[src/verilog/flash_ctrl_pkg.sv]
// Operation
// Enable pin low: shutdown, bus port disabled, all configuration back to defaults.
// In shutdown every bus transaction is ignored and never answered.
// Enable pin high: standby, bus port enabled and answering.
// Host waits 2 ms after enable rises before any bus command.
// Writing one to bit 7 of boost register 0x07 resets logic and configuration.
// Host waits 2 ms after a software reset before the next command.
// Flash target per channel: 128 levels from its own flash brightness register.
// Flash starts on mode bits 11 or strobe rising while strobe pin enabled.
// Entering flash, current steps through every code up to the target; entered from torch, the code jumps straight to it.
// Flash started by mode bits: mode bits cleared when the timeout expires.
// Torch target per channel: 128 levels from its own torch brightness register.
// Torch starts on mode bits 10 or torch pin high, enabled, not thermistor use.
// Torch ramps up at a rate chosen by a timing register field.
// Torch is never ended by flash timeout nor changed by sync input; the code ends a mode-bit torch when a strobe-pin flash over it times out.
// Mode bits 01 select IR: pass operation, target from flash brightness.
// In IR the strobe is level only: sources on while high, off while low; with the strobe pin enabled a rise starts a flash whose timeout ends IR.
// In IR sources switch directly between off and target, no ramp.
// Output below input: precharge with LEDs off until output reaches 2.2 V.
// Start in pass operation; boost only when headroom drops below minimum.
// Bit 2 of 0x07 forces pass-only unless boost already entered; held till standby.
// During flash, sync high drops to torch current; low restores flash current.
// Flash timeout clears mode bits and sets bit 0 of flags register 0x0A.
// Strobe, torch, sync and enable pins pass a two-stage synchroniser first.
// Ramp moves the code one step per tick and holds once it matches.
package flash_ctrl_pkg;
  localparam int CLK_HZ = 40_000_000;
  localparam int ADDR_W = 8;
  // Register indices; byte address is four times the index
  localparam logic [5:0] IDX_ENABLE = 6'h01;
  localparam logic [5:0] IDX_FLASH1 = 6'h03;
  localparam logic [5:0] IDX_FLASH2 = 6'h04;
  localparam logic [5:0] IDX_TORCH1 = 6'h05;
  localparam logic [5:0] IDX_TORCH2 = 6'h06;
  localparam logic [5:0] IDX_BOOST = 6'h07;
  localparam logic [5:0] IDX_TIMING = 6'h08;
  localparam logic [5:0] IDX_TEMP = 6'h09;
  localparam logic [5:0] IDX_FLAGS1 = 6'h0A;
  localparam logic [5:0] IDX_STATUS = 6'h0C;
  // Field positions
  localparam int EN_LED1 = 0;
  localparam int EN_LED2 = 1;
  localparam int EN_MODE_LO = 2;
  localparam int EN_MODE_HI = 3;
  localparam int EN_TORCH_PIN = 4;
  localparam int EN_STROBE_PIN = 5;
  localparam int EN_TX = 7;
  localparam int BC_PASS_ONLY = 2;
  localparam int BC_SW_RESET = 7;
  localparam int TM_TO_LSB = 0;
  localparam int TM_RAMP_LSB = 4;
  localparam int TP_TEMP_SEL = 0;
  localparam int FL1_TIMEOUT = 0;
  // Reset values
  localparam logic [7:0] ENABLE_RST = 8'h80;
  localparam logic [6:0] FLASH_BR_RST = 7'h3F;
  localparam logic [6:0] TORCH_BR_RST = 7'h3F;
  localparam logic [7:0] BOOST_RST = 8'h00;
  localparam logic [7:0] TIMING_RST = 8'h1A;
  localparam logic [7:0] TEMP_RST = 8'h00;
  // Mode bit and bus response encodings
  localparam logic [1:0] MODE_OFF = 2'h0;
  localparam logic [1:0] MODE_IR = 2'h1;
  localparam logic [1:0] MODE_TORCH = 2'h2;
  localparam logic [1:0] MODE_FLASH = 2'h3;
  localparam logic [1:0] RESP_OKAY = 2'h0;
  localparam logic [1:0] RESP_SLVERR = 2'h2;
  // Synchroniser lanes
  localparam int SY_ENABLE_PIN = 0;
  localparam int SY_STROBE = 1;
  localparam int SY_TORCH = 2;
  localparam int SY_TX = 3;
  localparam int SY_VOUT_OK = 4;
  localparam int SY_HR_LOW = 5;
  localparam int SY_VOUT_LOW = 6;
  localparam int SY_N = 7;
  // Timing: flash timeout = base + code * step
  localparam int TO_BASE_MS = 40;
  localparam int TO_STEP_MS = 104;
  localparam int TO_BASE_CYC = TO_BASE_MS * (CLK_HZ / 1000);
  localparam int TO_STEP_CYC = TO_STEP_MS * (CLK_HZ / 1000);
  localparam int RAMP_TICK_NS = 1000;
  localparam int RAMP_TICK_CYC = RAMP_TICK_NS * (CLK_HZ / 1_000_000) / 1000;
  typedef enum logic [1:0] {ST_IDLE, ST_PRECHG, ST_RUN} run_state_e;
endpackage

[src/verilog/flash_mode_ctrl.sv]
`timescale 1ns/1ps
module flash_mode_ctrl
  import flash_ctrl_pkg::*;
#(
  parameter int TO_BASE = TO_BASE_CYC,
  parameter int TO_STEP = TO_STEP_CYC,
  parameter int TICK_CYC = RAMP_TICK_CYC
) (
  input wire logic clk_sys, // System clock
  input wire logic nrst, // Synchronous reset
  input wire logic ce, // Clock enable
  input wire logic [ADDR_W-1:0] s_axi_awaddr, // Write address
  input wire logic s_axi_awvalid, // Write address valid
  output logic s_axi_awready, // Write address ready
  input wire logic [31:0] s_axi_wdata, // Write data
  input wire logic [3:0] s_axi_wstrb, // Write strobes
  input wire logic s_axi_wvalid, // Write data valid
  output logic s_axi_wready, // Write data ready
  output logic [1:0] s_axi_bresp, // Write response
  output logic s_axi_bvalid, // Write response valid
  input wire logic s_axi_bready, // Write response ready
  input wire logic [ADDR_W-1:0] s_axi_araddr, // Read address
  input wire logic s_axi_arvalid, // Read address valid
  output logic s_axi_arready, // Read address ready
  output logic [31:0] s_axi_rdata, // Read data
  output logic [1:0] s_axi_rresp, // Read response
  output logic s_axi_rvalid, // Read data valid
  input wire logic s_axi_rready, // Read data ready
  input wire logic hardware_enable_pin, // High standby, low shutdown
  input wire logic strobe_pin, // Flash strobe
  input wire logic torch_pin, // Torch request
  input wire logic tx_pin, // Amplifier sync
  input wire logic vout_ready_pin, // Output reached 2.2 V
  input wire logic headroom_low_pin, // Headroom below minimum
  input wire logic vout_below_vin_pin, // Output below input
  output logic [6:0] led1_code, // Channel 1 current code
  output logic [6:0] led2_code, // Channel 2 current code
  output logic led1_on, // Channel 1 source on
  output logic led2_on, // Channel 2 source on
  output logic flash_scale, // Code uses flash scale
  output logic precharge_en, // Output precharge active
  output logic boost_en // Converter switching
);

  generate
    if (TO_BASE < 1 || TO_STEP < 1 || TO_STEP > 200_000_000 || TO_BASE > 200_000_000)
      $error("flash_mode_ctrl: timeout counts out of range");
    if (TICK_CYC < 1 || TICK_CYC > 511)
      $error("flash_mode_ctrl: ramp tick out of range");
  endgenerate

  typedef struct packed {
    logic awready;
    logic wready;
    logic aw_got;
    logic w_got;
    logic [5:0] aw_idx;
    logic [31:0] wdata;
    logic [3:0] wstrb;
    logic bvalid;
    logic [1:0] bresp;
    logic arready;
    logic rvalid;
    logic [31:0] rdata;
    logic [1:0] rresp;
  } bus_s;

  typedef struct packed {
    logic [SY_N-1:0] sy1;
    logic [SY_N-1:0] sy2;
    logic strobe_d;
    bus_s bus;
    logic [7:0] enable;
    logic [1:0][6:0] flash_br;
    logic [1:0][6:0] torch_br;
    logic [7:0] boost_cfg;
    logic [7:0] timing;
    logic [7:0] temp;
    logic [7:0] flags1;
    run_state_e st;
    logic pin_flash;
    logic flash_done;
    logic [31:0] to_cnt;
    logic [15:0] tick_cnt;
    logic [1:0][6:0] code;
    logic [1:0] led_on;
    logic flash_scale;
    logic precharge;
    logic boost;
    logic pass_lock;
  } ctl_s;

  localparam ctl_s CTL_RST = '{
    enable: ENABLE_RST,
    flash_br: {FLASH_BR_RST, FLASH_BR_RST},
    torch_br: {TORCH_BR_RST, TORCH_BR_RST},
    boost_cfg: BOOST_RST,
    timing: TIMING_RST,
    temp: TEMP_RST,
    st: ST_IDLE,
    default: '0
  };

  ctl_s st_r;
  ctl_s st_nxt;

  logic [SY_N-1:0] pins;
  logic hw_on;
  logic strobe_lvl;
  logic strobe_rise;
  logic tx_cut;
  logic [1:0] mode;
  logic fl_act;
  logic ir_act;
  logic to_act;
  logic any_act;
  logic run;
  logic cfg_rst;
  logic [31:0] to_lim;
  logic to_expire;
  logic [15:0] tick_lim;
  logic tick_wrap;
  logic scale;
  logic [1:0][6:0] tgt;
  logic [1:0][6:0] step;
  logic [1:0][6:0] ir_code;
  logic [1:0] ir_on;

  assign pins = {vout_below_vin_pin, headroom_low_pin, vout_ready_pin, tx_pin, torch_pin,
                 strobe_pin, hardware_enable_pin};
  assign hw_on = st_r.sy2[SY_ENABLE_PIN];
  assign strobe_lvl = st_r.sy2[SY_STROBE];
  assign strobe_rise = strobe_lvl && !st_r.strobe_d;
  assign tx_cut = st_r.sy2[SY_TX] && st_r.enable[EN_TX];
  assign mode = st_r.enable[EN_MODE_HI:EN_MODE_LO];
  assign cfg_rst = !hw_on || st_r.boost_cfg[BC_SW_RESET];
  assign fl_act = mode == MODE_FLASH || (st_r.pin_flash && !st_r.flash_done);
  assign ir_act = !fl_act && mode == MODE_IR;
  // Thermistor use of the torch pin blocks it as a torch request
  assign to_act = !fl_act && !ir_act && (mode == MODE_TORCH ||
                  (st_r.sy2[SY_TORCH] && st_r.enable[EN_TORCH_PIN] &&
                   !st_r.temp[TP_TEMP_SEL]));
  assign any_act = fl_act || ir_act || to_act;
  assign run = st_r.st == ST_RUN && any_act;
  assign to_lim = 32'(TO_BASE) + 32'(TO_STEP) * {28'h000_0000, st_r.timing[TM_TO_LSB +: 4]};
  // Only flash and IR count, so torch can never time out
  assign to_expire = (fl_act || ir_act) && st_r.to_cnt == to_lim - 32'd1;
  assign tick_lim = to_act ? (16'(TICK_CYC) << st_r.timing[TM_RAMP_LSB +: 3])
                           : 16'(TICK_CYC);
  assign tick_wrap = st_r.tick_cnt == tick_lim - 16'd1;
  // Sync input only acts during flash; torch and IR ignore it
  assign scale = (fl_act && !tx_cut) || ir_act;

  generate
    for (genvar i = 0; i < 2; i++) begin : g_chan
      // Flash and IR share the flash registers, torch has its own
      assign tgt[i] = !st_r.enable[i] ? 7'h00 :
                      scale ? st_r.flash_br[i] : st_r.torch_br[i];
      assign step[i] = st_r.code[i] == tgt[i] ? st_r.code[i] :
                       st_r.code[i] < tgt[i] ? st_r.code[i] + 7'h01 :
                       st_r.code[i] - 7'h01;
      assign ir_on[i] = strobe_lvl && st_r.enable[i];
      assign ir_code[i] = strobe_lvl ? tgt[i] : 7'h00;
    end
  endgenerate

  always_comb begin
    ctl_s keep;
    logic [7:0] rd;
    keep = st_r;
    rd = 8'h00;
    st_nxt = st_r;
    st_nxt.sy1 = pins;
    st_nxt.sy2 = st_r.sy1;
    st_nxt.strobe_d = strobe_lvl;

    // Read channel; a flags read clears them before any new event sets
    if (st_r.bus.rvalid && s_axi_rready) st_nxt.bus.rvalid = 1'b0;
    if (st_r.bus.arready && s_axi_arvalid) begin
      st_nxt.bus.rvalid = 1'b1;
      st_nxt.bus.rresp = RESP_OKAY;
      case (s_axi_araddr[ADDR_W-1:2])
        IDX_ENABLE: rd = st_r.enable;
        IDX_FLASH1: rd = {1'b0, st_r.flash_br[0]};
        IDX_FLASH2: rd = {1'b0, st_r.flash_br[1]};
        IDX_TORCH1: rd = {1'b0, st_r.torch_br[0]};
        IDX_TORCH2: rd = {1'b0, st_r.torch_br[1]};
        IDX_BOOST: rd = st_r.boost_cfg;
        IDX_TIMING: rd = st_r.timing;
        IDX_TEMP: rd = st_r.temp;
        IDX_FLAGS1: begin
          rd = st_r.flags1;
          st_nxt.flags1 = 8'h00;
        end
        IDX_STATUS: rd = {2'(st_r.st), st_r.pass_lock, st_r.boost, st_r.precharge,
                          st_r.flash_scale, st_r.led_on};
        default: st_nxt.bus.rresp = RESP_SLVERR;
      endcase
      st_nxt.bus.rdata = 32'(rd);
    end
    st_nxt.bus.arready = !st_nxt.bus.rvalid;

    // Write channel: address and data taken in either order
    if (st_r.bus.bvalid && s_axi_bready) st_nxt.bus.bvalid = 1'b0;
    if (st_r.bus.awready && s_axi_awvalid) begin
      st_nxt.bus.aw_got = 1'b1;
      st_nxt.bus.aw_idx = s_axi_awaddr[ADDR_W-1:2];
    end
    if (st_r.bus.wready && s_axi_wvalid) begin
      st_nxt.bus.w_got = 1'b1;
      st_nxt.bus.wdata = s_axi_wdata;
      st_nxt.bus.wstrb = s_axi_wstrb;
    end
    if (st_r.bus.aw_got && st_r.bus.w_got) begin
      st_nxt.bus.aw_got = 1'b0;
      st_nxt.bus.w_got = 1'b0;
      st_nxt.bus.bvalid = 1'b1;
      st_nxt.bus.bresp = RESP_OKAY;
      if (st_r.bus.wstrb[0]) begin
        case (st_r.bus.aw_idx)
          IDX_ENABLE: st_nxt.enable = st_r.bus.wdata[7:0];
          IDX_FLASH1: st_nxt.flash_br[0] = st_r.bus.wdata[6:0];
          IDX_FLASH2: st_nxt.flash_br[1] = st_r.bus.wdata[6:0];
          IDX_TORCH1: st_nxt.torch_br[0] = st_r.bus.wdata[6:0];
          IDX_TORCH2: st_nxt.torch_br[1] = st_r.bus.wdata[6:0];
          IDX_BOOST: st_nxt.boost_cfg = st_r.bus.wdata[7:0];
          IDX_TIMING: st_nxt.timing = st_r.bus.wdata[7:0];
          IDX_TEMP: st_nxt.temp = st_r.bus.wdata[7:0];
          IDX_FLAGS1, IDX_STATUS: ;
          default: st_nxt.bus.bresp = RESP_SLVERR;
        endcase
      end else if (st_r.bus.aw_idx > IDX_STATUS) begin
        st_nxt.bus.bresp = RESP_SLVERR;
      end
    end
    st_nxt.bus.awready = !st_nxt.bus.aw_got && !st_nxt.bus.bvalid;
    st_nxt.bus.wready = !st_nxt.bus.w_got && !st_nxt.bus.bvalid;

    // Pin flash lives while the strobe stays high, or until it times out
    if (strobe_rise && st_r.enable[EN_STROBE_PIN]) st_nxt.pin_flash = 1'b1;
    if (!strobe_lvl) begin
      st_nxt.pin_flash = 1'b0;
      st_nxt.flash_done = 1'b0;
    end
    st_nxt.to_cnt = (fl_act || ir_act) ? st_r.to_cnt + 32'd1 : 32'd0;
    if (to_expire) begin
      st_nxt.to_cnt = 32'd0;
      st_nxt.flags1[FL1_TIMEOUT] = 1'b1;
      st_nxt.enable[EN_MODE_HI:EN_MODE_LO] = MODE_OFF;
      if (st_r.pin_flash) st_nxt.flash_done = 1'b1;
    end

    unique case (st_r.st)
      ST_IDLE: begin
        if (any_act && st_r.sy2[SY_VOUT_LOW]) begin
          st_nxt.st = ST_PRECHG;
          st_nxt.precharge = 1'b1;
        end else if (any_act) begin
          st_nxt.st = ST_RUN;
        end
      end
      ST_PRECHG: begin
        if (!any_act || st_r.sy2[SY_VOUT_OK]) begin
          st_nxt.st = any_act ? ST_RUN : ST_IDLE;
          st_nxt.precharge = 1'b0;
        end
      end
      ST_RUN: begin
        if (!any_act) st_nxt.st = ST_IDLE;
      end
    endcase

    st_nxt.flash_scale = scale;
    st_nxt.tick_cnt = 16'h0000;
    if (!run) begin
      st_nxt.code = '0;
      st_nxt.led_on = 2'b00;
    end else if (ir_act) begin
      st_nxt.code = ir_code;
      st_nxt.led_on = ir_on;
    end else begin
      st_nxt.led_on = st_r.enable[EN_LED2:EN_LED1];
      st_nxt.tick_cnt = tick_wrap ? 16'h0000 : st_r.tick_cnt + 16'h0001;
      // A scale change under sync jumps straight to the other target
      if (scale != st_r.flash_scale) st_nxt.code = tgt;
      else if (tick_wrap) st_nxt.code = step;
    end

    // Boost is sticky for the whole event; IR always stays in pass
    st_nxt.boost = run && !ir_act &&
                   (st_r.boost || (st_r.sy2[SY_HR_LOW] && !st_r.pass_lock));
    st_nxt.pass_lock = !st_nxt.boost && st_r.boost_cfg[BC_PASS_ONLY];

    if (cfg_rst) begin
      keep = st_nxt;
      st_nxt = CTL_RST;
      st_nxt.sy1 = keep.sy1;
      st_nxt.sy2 = keep.sy2;
      st_nxt.strobe_d = keep.strobe_d;
      if (hw_on) st_nxt.bus = keep.bus;
    end
  end

  always_ff @(posedge clk_sys) begin
    if (!nrst) begin
      st_r <= CTL_RST;
    end else if (ce) begin
      st_r <= st_nxt;
    end
  end

  assign s_axi_awready = st_r.bus.awready;
  assign s_axi_wready = st_r.bus.wready;
  assign s_axi_bresp = st_r.bus.bresp;
  assign s_axi_bvalid = st_r.bus.bvalid;
  assign s_axi_arready = st_r.bus.arready;
  assign s_axi_rdata = st_r.bus.rdata;
  assign s_axi_rresp = st_r.bus.rresp;
  assign s_axi_rvalid = st_r.bus.rvalid;
  assign led1_code = st_r.code[0];
  assign led2_code = st_r.code[1];
  assign led1_on = st_r.led_on[0];
  assign led2_on = st_r.led_on[1];
  assign flash_scale = st_r.flash_scale;
  assign precharge_en = st_r.precharge;
  assign boost_en = st_r.boost;
endmodule // flash_mode_ctrl

[config.mk]
export PLATFORM = sky130hd
export DESIGN_NAME = flash_mode_ctrl
export DESIGN_NICKNAME = d
export VERILOG_FILES = /design/src/verilog/flash_ctrl_pkg.sv /design/src/verilog/flash_mode_ctrl.sv
export SDC_FILE = /design/constraint.sdc
export NUM_CORES = 1
export LEC_CHECK = 0
export BUFFER_PORTS_ARGS = -buffer_cell sky130_fd_sc_hd__clkbuf_2
export CORE_ASPECT_RATIO = 0.7
export CORE_MARGIN = 2
export CORE_UTILIZATION = 40
export DETAILED_ROUTE_END_ITERATION = 10
export PLACE_DENSITY = 0.7
export SETUP_SLACK_MARGIN = 0.05
export SYNTH_ARGS = -nofsm -noshare
export SYNTH_HDL_FRONTEND = slang
export SYNTH_SLANG_ARGS = --single-unit
[constraint.sdc]
create_clock -name clk_sys -period 8.9 [get_ports clk_sys]
set_input_delay 0.89 -clock clk_sys [delete_from_list [all_inputs] [get_ports clk_sys]]
set_output_delay 0.89 -clock clk_sys [all_outputs]
set_load 0.01 [all_outputs]
# == Word-level counts from Yosys, hierarchy flattened ==
# Cells that the tools add are included.
# op_classes
n_addsub,9
mul,1
magnitude_cmp,3
eq_ne,38
n_shift,1
muxes,62
reduce_logical,86
# ops
operator,n
225-bit two-way mux,1
60-bit two-way mux,2
7-bit two-way mux,14
16-bit two-way mux,6
85-bit two-way mux,1
8-bit one-hot mux with 10 select lines,1
"6-bit by 3-bit == test with 1-bit output, second input constant",8
"6-bit by 4-bit == test with 1-bit output, second input constant",8
8-bit two-way mux,6
4-bit AND reduction,11
36-bit two-way mux,1
35-bit two-way mux,1
33-bit two-way mux,1
"32-bit by 1-bit adder with 32-bit output, second input constant",1
32-bit == test,1
32-bit two-way mux,1
14-bit two-way mux,2
"27-bit by 1-bit subtractor with 28-bit output, second input constant",1
"21-bit by 26-bit adder with 27-bit output, first input constant",1
1-bit logical AND,27
2-bit two-way mux,12
2-bit nonzero test,12
10-bit OR reduction,2
3-bit nonzero test,6
30 further kinds,73
# totals
regBits,240
in_bits,67
wordCells,239

# == Longest topological paths before layout ==
# Gate-level depths: netlist of the first run.
# depth
word_depth,16
mapped_depth,26

# == Worst setup path after synthesis of the first run ==
# No wires, ideal clock.
# synth_path
kind,register to register
start,register st_r[69] (netlist name)
end,"register st_r, in the netlist led2_code[6]"
t_arrival_ps,4755
path_slack_ps,4074
stages_incl_launch_ff,25
n_path_buf,1
synth_period_minus_slack_ps,4826
cell_sequence,dfxtp_1 > nor2b_1 > nor2_1 > o21ai_1 > clkbuf_1 > mux2_2 > nand2_1 > ha_1 > o21a_1 > o21a_1 > o21a_1 > o21a_1 > o21ai_0 > nand2b_1 > ha_1 > nor2b_1 > o21ai_0 > nand2b_1 > a21o_1 > a21oi_1 > xor2_1 > xnor2_1 > a21oi_1 > or3_1 > a21oi_1
# synth_via
elab_chain_len,15
elab_cells_between_ends,31
cone_classes,1 x add/sub; 1 x order compare; 5 x eq/ne; 11 x mux; 13 x reduce/logical
# synth_rtl
element,line,text
start: declaration,flash_mode_ctrl.sv:104,ctl_s st_r;
start signal: assignment,flash_mode_ctrl.sv:308,st_r <= st_nxt;
1-bit logical AND *,flash_mode_ctrl.sv:137,assign fl_act = mode == MODE_FLASH || (st_r.pin_flash && !st_r.flash_done);
1-bit logical OR *,flash_mode_ctrl.sv:137,
branches (longest 13 deep; another with 16-bit by 1-bit subtractor with 16-bit output),n/a,
# Every way passes the cells marked *. The select of a mux whose other input is x is not followed.
# A chain may end at the register's enable or synchronous reset.

# == Worst setup path in the final report of the first run ==
# layout_path
start,register st_r[90] (netlist name)
end,register st_r[46] (netlist name)
# layout_via
elab_chain_len,7
# layout_rtl
element,line,text
13-bit by 4-bit multiplier with 17-bit output,flash_mode_ctrl.sv:145,"assign to_lim = 32'(TO_BASE) + 32'(TO_STEP) * {28'h000_0000, st_r.timing[TM_TO_LSB +: 4]};"
21-bit by 26-bit adder with 27-bit output,flash_mode_ctrl.sv:145,
27-bit by 1-bit subtractor with 28-bit output,flash_mode_ctrl.sv:147,assign to_expire = (fl_act || ir_act) && st_r.to_cnt == to_lim - 32'd1;
32-bit == test,flash_mode_ctrl.sv:147,
1-bit logical AND,flash_mode_ctrl.sv:147,
33-bit two-way mux,flash_mode_ctrl.sv:246,if (to_expire) begin
225-bit two-way mux,flash_mode_ctrl.sv:294,if (cfg_rst) begin
# Every way passes these cells.

==> results of run 1 <==
synth_stat cells, types with 10 or more instances:
master | count | area share (%)
xnor2_1 | 37 | 2.7
nand4_1 | 32 | 1.7
o21ai_1 | 21 | 0.87
ha_1 | 51 | 5.3
mux2_2 | 14 | 1.3
clkbuf_1 | 54 | 1.7
fa_1 | 11 | 1.8
and2_1 | 40 | 2.1
and3_1 | 18 | 0.93
mux2i_1 | 98 | 8.1
or3_1 | 16 | 0.83
buf_1 | 10 | 0.31
nor2_1 | 142 | 4.4
nor3_1 | 11 | 0.46
nand2b_1 | 16 | 0.83
a31oi_1 | 17 | 0.88
inv_1 | 39 | 1.2
a21oi_1 | 88 | 3.7
a21o_1 | 11 | 0.68
nor2b_1 | 17 | 0.88
nand3_1 | 47 | 1.9
nand2_1 | 158 | 4.9
xor2_1 | 33 | 2.4
buf_4 | 51 | 3.2
o21ai_0 | 42 | 1.7
dfxtp_1 | 206 | 34
sequential cells by signal (all words and copies together) (netlist names):
name and count:
s_axi_awready 1, s_axi_arready 1, boost_en 1, led2_code 7
s_axi_bvalid 1, s_axi_rdata 32, s_axi_rvalid 1, precharge_en 1
flash_scale 1, led2_on 1, st_r 143, led1_code 7
s_axi_bresp 2, s_axi_rresp 2, hw_on 1, mode 2
s_axi_wready 1, led1_on 1
layout make-up:
cell class	instances	area share (%)
inverter	41	1.16
timing repair buffer	108	4.33
multi-input combinational	1055	53.8
tap	385	3.64
clock buffer	29	4.82
sequential	206	31.2
clock inverter	11	1.03
power by group through the flow:
stage / clock network (mW) / registers, mW / logic [mW]
6_report: 0.985 / 0.936 / 0.254
4_1_cts: 0.996 / 0.935 / 0.252
3_3_place_gp: 0 / 0.956 / 0.246
5_1_grt: 1.04 / 0.936 / 0.281
3_5_place_dp: 0 / 0.956 / 0.250
2_1_floorplan: 0 / 0.953 / 0.197
logic make-up after synthesis:
logic type / count (synthesis)
AOI/OAI and AO/OA: 265
xor gates and xnor gates: 73
adders and majority gates: 63
buffers and inverters: 161
DFF: 206
muxes: 119
and+or+nand+nor: 535
layout by cell type, fill, tap and decap left out, types with 6 or more instances in the layout:
master | Yosys | final
and3_1 | 18 | 18
and4_1 | 6 | 6
nand2b_1 | 16 | 16
nor2b_1 | 17 | 17
mux4_2 | 7 | 7
clkbuf_2 | 0 | 95
clkinv_2 | 0 | 6
nand2_1 | 158 | 158
a31oi_1 | 17 | 17
nor3_1 | 11 | 10
o21a_1 | 9 | 9
a22o_1 | 6 | 6
xnor2_1 | 37 | 37
nand3_1 | 47 | 47
a211oi_1 | 6 | 6
o21ai_0 | 42 | 42
a21oi_1 | 88 | 88
buf_4 | 51 | 13
or3_1 | 16 | 16
mux2_2 | 14 | 14
nand4_1 | 32 | 32
dfxtp_1 | 206 | 206
and2_1 | 40 | 40
fa_1 | 11 | 11
inv_1 | 39 | 39
a221o_1 | 7 | 7
a21o_1 | 11 | 11
mux2i_1 | 98 | 98
xor2_1 | 33 | 33
o21ai_1 | 21 | 21
ha_1 | 51 | 51
o311ai_1 | 9 | 9
clkbuf_16 | 0 | 23
nor2_1 | 142 | 142
nand3b_1 | 6 | 6
o211ai_1 | 8 | 8
worst max-delay path: stages (launching register included):
cell and delay, ns:
dfxtp_1 0.45, fa_1 0.69, inv_1 0.09, fa_1 0.51, inv_1 0.04, ha_1 0.48, nand4_1 0.23, a21oi_1 0.33
nor2_1 0.09, xnor2_1 0.57, nand4_2 0.24, or4b_1 0.55, a2111o_1 0.37, buf_4 0.26, nand2_4 0.27, o311ai_1 0.14
per-layer routing:
metal / wire length (microns) / vias up / GRT usage, % / share of wire [%]
li1: - / 4990 / - / -
met2: 12500 / 344 / 28.1 / 39
met4: 565 / 0 / 4.72 / 1.8
met1: 15900 / 4871 / 30.3 / 50
met3: 2670 / 38 / 4.44 / 8.4
met5: 0 / - / 0 / 0
stage by stage:
| step | worst slack (ns) | util (%) | hold slack (ns) |
|---|---|---|---|
| 3_3_place_gp | 3.52 | 41.7 | 0.441 |
| 2_1_floorplan | 4.07 | - | 0.431 |
| 4_1_cts | 3.42 | 44.3 | 0.454 |
| 3_5_place_dp | 3.46 | 41.7 | 0.444 |
| 6_report | 3.42 | 44.3 | 0.456 |
| 5_1_grt | 3.01 | 44.3 | 0.469 |
path summary, 6_finish.rpt:
path | from | end | slack (ns) | cells past startpoint
hold reg to reg | st_r[189] | st_r[189] | 0.46 | 2
setup reg to reg | st_r[90] | st_r[46] | 3.42 | 15
hold / removal | st_r[189] | st_r[189] | 0.46 | 2
setup / recovery | st_r[90] | st_r[46] | 3.42 | 15
==> summary.md, run 1 <==
| Metric | Value |
|---|---|
| NetSw | 0.557 mW |
| Layout Area Growth over Synthesis | 9.68% |
| Final GP Congestion | 0.843 |
| IO Count | 127 |
| Arrival time at the worst endpoint | 5.86 ns |
| Crit Path Max Fanout | 35 |
| Cells after synthesis | 1422 |
| Hold Buf Count CTS | 0 |
| CORE AREA | 29800 sq um |
| DRC viols | 0 |
| Clock sinks | 206 |
| Comb pwr share | 11.7% |
| Total power | 2.18 mW |
| Final Skew | 0.0168 ns |
| Mux share of post-synthesis cell area | 10.7% |
| Max Cap Violations | 0 |
| CTS max path bufs | 3 |
| Tot GR Track Use | 19.9% |
| Crit end category | register |
| Synth Flop Type | dfxtp_1 |
| Synth Net Count | 1551 |
| N_diodes | 0 |
| Setup TNS | 0 ns |
| Leak | 5.13 nW |
| Vias in the first global route | 9586 |
| Placed Area | 12500 sq um |
| Xor and xnor area share after synthesis | 5.54% |
| Run status | finished clean |
| Largest net degree at the start of global routing | 82 |
| CTS tree | yes |
| Seq/Total Area, Yosys | 34.2% |
| Nets@finish | 1563 |
| Clk root buf | clkbuf_16 |
| Combinational family with the most area after synthesis | simple AND/OR/NAND/NOR gates |
| DR pass1 iterations | 5 |
| Final setup viols | 0 |
| Sequential power share | 43.0% |
| Resize count post-CTS | 0 |
| Cell Pwr Density | 164 nW/um^2 |
| Yosys warning count | 0 |
| Mapped cell area | 12100 sq um |
| DRT antenna net count | 0 |
| Adder-cell share of the synthesized area | 7.20% |
| Die Wd | 212 microns |
| Path type of the worst setup path | reg2reg |
| DP Cell Count | 1795 |
| Final Cell Area | 13200 sq um |
| P_int | 1.62 mW |
| Final hold violation count | 0 |
| Yosys cell types | 78 |
| Syn_area_per_cell | 8.48 sq um |
| H-tree lvl count | 1 |
| RSZ-0062 raised after global routing | false |
| Startpoint Class | register |
| Hold WC Path Type | reg2reg |
| WL per Instance | 17.2 microns |
| Post-synth ARST share | 0% |
| Worst endpoint required time | 9.28 ns |
| Multi-input logic area | 7120 sq um |
| Post-synth EDFFs | 0 |
| Fillers | 2915 |
| First-pass GRT wire length | 50800 microns |
| Peak supply drop | 0.000154 V |
| Post-detail-place hpwl | 22400 microns |
| Sw Ratio | 25.6% |
| Synth Register Bits | 206 |
| Initial core utilization | 40.4% |
| Rows | 53 |
| Register area | 4120 sq um |
| Num CTS Buffers | 22 |
| Total wire length | 31600 microns |
| Initial antenna violation count | 0 |
| Pins over their slew limit | 0 |
| Buffers on Ports | 95 |
| Rel. slew slack | 10.7% |
| Total grt overflow | 0 |
| DR iter-0 viols | 805 |
| Layout cells sized above 1 | 12.6% |
| Period minus WS final | 5.48 ns |
| Worst-path clk slew | 0.07 ns |
| FMAX | 183 MHz |
| Synth Area in Compound Gates | 14.0% |
| Final Cycle Share | 61.6% |
| Vias | 10200 |
| Die Height | 149 microns |
| Clock Latency Late Sink | 0.52 ns |
| Die area | 31600 sq um |
| Slew @ Worst Pin | 1.34 ns |
| Clock Power Share | 45.3% |
| Non-Filler Instances | 1835 |
| Synth Area in Simple Gates | 21.6% |
| Via density | 5.58 |
| Setup bufs post-CTS | 0 |
(Power assumes the default switching activity.)
==> run 2: changes to the inputs <==
--- a/config.mk
+++ b/config.mk
@@ -5,6 +5,7 @@
 export SDC_FILE = /design/constraint.sdc
 export NUM_CORES = 1
 export LEC_CHECK = 0
+export ABC_AREA = 1
 export BUFFER_PORTS_ARGS = -buffer_cell sky130_fd_sc_hd__clkbuf_2
 export CORE_ASPECT_RATIO = 0.7
 export CORE_MARGIN = 2
==> constraint.sdc (replaced) <==
create_clock -name clk_sys -period 5.7 [get_ports clk_sys]
set_input_delay 0.57 -clock clk_sys [delete_from_list [all_inputs] [get_ports clk_sys]]
set_output_delay 0.57 -clock clk_sys [all_outputs]
set_load 0.01 [all_outputs]
==> run 2 against run 1 <==
  * Worst hold slack worse by 0.18 ns
  * Non-clock buffer count fell by 7
  * First-iteration DRC count increased by 52%
  * Largest power group is now combinational cells
  * Combinational power grew to 6.4 times the previous value
  * Final cell count grew 31%
  * Die area rose by 8.5%
  * Fmax up 14%
  * Routed wire length grew 22%
  * Synthesized area increased by 8.7%
  * Core utilization shrank 0.20 points
  * Critical endpoint is now led1_code[5]
==> summary.md, run 2 <==
| Metric | Value |
|---|---|
| Initial core utilization | 40.6% |
| DR iter-0 viols | 1224 |
| Largest Register | st_r |
| Pins over their slew limit | 0 |
| Layout Area Growth over Synthesis | 8.68% |
| Synth Flop Type | dfxtp_1 |
| Resize count post-CTS | 0 |
| Worst Hold End | st_r[233] |
| Rows | 55 |
| DRC viols | 0 |
| Final GP Congestion | 1.02 |
| WL per Instance | 16.1 microns |
| Nets@finish | 2086 |
| Worst endpoint required time | 6.12 ns |
| Yosys warning count | 0 |
| Post-detail-place hpwl | 29100 microns |
| Seq/Total Area, Yosys | 31.5% |
| IO Count | 127 |
| Cell with the most instances after synthesis | nand2_1 |
| Clock Power Share | 32.0% |
| DR pass1 iterations | 7 |
| Vias | 12800 |
| Hold WC Path Type | in2reg |
| Setup TNS | 0 ns |
| Comb pwr share | 34.8% |
| Synth top cells by count | 441 x nand2_1, 232 x nor2_1, 231 x inv_1 |
| Most frequent cells in the layout | 441 x nand2_1, 231 x nor2_1, 229 x inv_1 |
| Via density | 5.34 |
| Synth Register Bits | 206 |
| Reg-to-Reg Start | st_r[69] |
| Total grt overflow | 0 |
| Final setup viols | 0 |
| Max Cap Violations | 0 |
| First-pass GRT wire length | 61400 microns |
| Synth Net Count | 2078 |
| Fillers | 3232 |
| P_int | 2.86 mW |
| CTS tree | yes |
| Rel. slew slack | 32.7% |
| Final hold violation count | 0 |
| Post-synth EDFFs | 0 |
| CORE AREA | 32300 sq um |
| Syn_area_per_cell | 6.73 sq um |
| Buffers on Ports | 95 |
| Crit end category | register |
| Run status | finished clean |
| Reg2reg setup slack | 0.90 ns |
| FMAX | 208 MHz |
| Min-delay src | hardware_enable_pin |
| Slew @ Worst Pin | 0.999 ns |
| Final Cycle Share | 84.2% |
| RSZ-0062 raised after global routing | false |
| Top-area cell type share of the netlist area | 31.5% |
| Reg2Reg Capture Point | led1_code[5] |
| Largest area contributor in the netlist | dfxtp_1 |
| Period minus WS final | 4.80 ns |
| Cells after synthesis | 1949 |
| Leak | 6.22 nW |
| Crit Path Max Fanout | 24 |
| Layout cells sized above 1 | 10.5% |
| Tot GR Track Use | 22.4% |
| WHS Path Cells | 3 |
| Die area | 34300 sq um |
| Sequential power share | 33.2% |
| CTS max path bufs | 3 |
| Num CTS Buffers | 22 |
| Die Wd | 220 microns |
| Arrival time at the worst endpoint | 5.22 ns |
| Peak supply drop | 0.000242 V |
| Setup bufs post-CTS | 0 |
| Path type of the worst setup path | reg2reg |
| Clock sinks | 206 |
| Hold Buf Count CTS | 0 |
| Total wire length | 38700 microns |
| Worst-path clk slew | 0.07 ns |
| Vias in the first global route | 11500 |
| NetSw | 1.79 mW |
| Post-synth ARST share | 0% |
| Ranking of synthesized cells by area | dfxtp_1 31%, nand2_1 13%, nor2_1 6.6% |
| Initial antenna violation count | 0 |
| Largest net degree at the start of global routing | 73 |
| N_diodes | 0 |
| Startpoint Class | register |
| Clock Latency Late Sink | 0.53 ns |
| H-tree lvl count | 1 |
| Die Height | 155 microns |
| Total power | 4.65 mW |
| Cell Pwr Density | 327 nW/um^2 |
| Clk root buf | clkbuf_16 |
| Final Skew | 0.0149 ns |
| DRT antenna net count | 0 |
| Reg2Reg Depth | 23 |
| Max reg flops | 143 |
| Mapped cell area | 13100 sq um |
| Yosys cell types | 56 |
| Most common cell after layout, fill and taps aside | nand2_1 |
| Sw Ratio | 38.6% |
-- run 2: changes by cell type after synthesis, moves of 51 or more --
| cell | change |
|---|---|
| a21oi_1 | +57 |
| inv_1 | +192 |
| mux2i_1 | -98 |
| nand2_1 | +283 |
| nand3_1 | +58 |
| nor2_1 | +90 |
| o21ai_0 | +51 |
-- run 2: critical path, cell delays in order (launching register included) --
cell and delay (ns):
dfxtp_1 0.37, nand2_1 0.12, nand2_2 0.19, inv_2 0.17, a31oi_4 0.57, o21ai_0 0.17, a21oi_1 0.34, inv_1 0.13
ha_1 0.32, nand2_1 0.07, or2_2 0.30, nand3_1 0.26, ha_1 0.35, a21o_1 0.20, a31oi_1 0.22, inv_1 0.08
a21oi_1 0.13, o21ai_0 0.11, xnor2_1 0.21, nand2_1 0.07, nand2_1 0.06, nand2_1 0.04, a21oi_1 0.15, nor2_1 0.06
-- run 2: logic make-up after synthesis --
kind of cell | count (synthesis) | share of synthesized area (%)
flops | 206 | 31.5
buf+inv | 367 | 12.2
compound gates | 333 | 14.7
fa+ha+maj | 62 | 6.55
simple gates | 934 | 31.8
xor+xnor | 47 | 3.31
-- run 2: cell type report --
type	instances	area [sq um]	share of cell area (%)
Clock buffer	32	629	4.42
Multi-Input combinational cell	1376	7400	51.9
Inverter	250	938	6.59
Tap cell	427	534	3.75
Sequential cell	206	4120	28.9
Clock inverter	8	104	0.729
Timing Repair Buffer	101	520	3.65
-- run 2: stage by stage --
step                      instance area (sq um)  hold slack [ns]  utilization, %  std cells  worst slack, ns
after global placement                    13500            0.426            41.9       2360             1.16
after floorplan                           13100            0.419               -       1949             1.94
after global routing                      14200            0.280            44.1       2400            0.592
after CTS                                 14200            0.265            44.1       2400             1.02
after detailed placement                  13500            0.427            41.9       2360             1.05
final                                     14200            0.275            44.1       2400            0.902
-- run 2: worst max-delay path by stage --
stage,start,slack (ns),cells after the start,endpoint
finish,st_r[69],0.90,23,led1_code[5]
global route,st_r[69],0.59,22,led2_code[5]
CTS,st_r[69],1.02,23,led1_code[5]
detailed placement,st_r[69],1.05,23,led1_code[5]
global placement,st_r[69],1.16,23,led1_code[5]
floorplan,st_r[90],1.94,22,st_r[60]
-- run 2: metal layers --
layer  global-route usage, %  part of all wire [%]  wire length, microns
met1                    35.3                    50                 19200
met2                    30.8                    38                 14900
met3                    4.75                    10                  3960
met4                    3.68                   1.6                   624
met5                       0                     0                     0
-- run 2: power groups by stage --
stage | registers, mW | logic (mW) | clock network, mW
2_1_floorplan | 1.55 | 1.29 | 0
3_3_place_gp | 1.57 | 1.54 | 0
3_5_place_dp | 1.57 | 1.59 | 0
4_1_cts | 1.54 | 1.60 | 1.50
5_1_grt | 1.55 | 1.83 | 1.57
6_report | 1.54 | 1.62 | 1.49
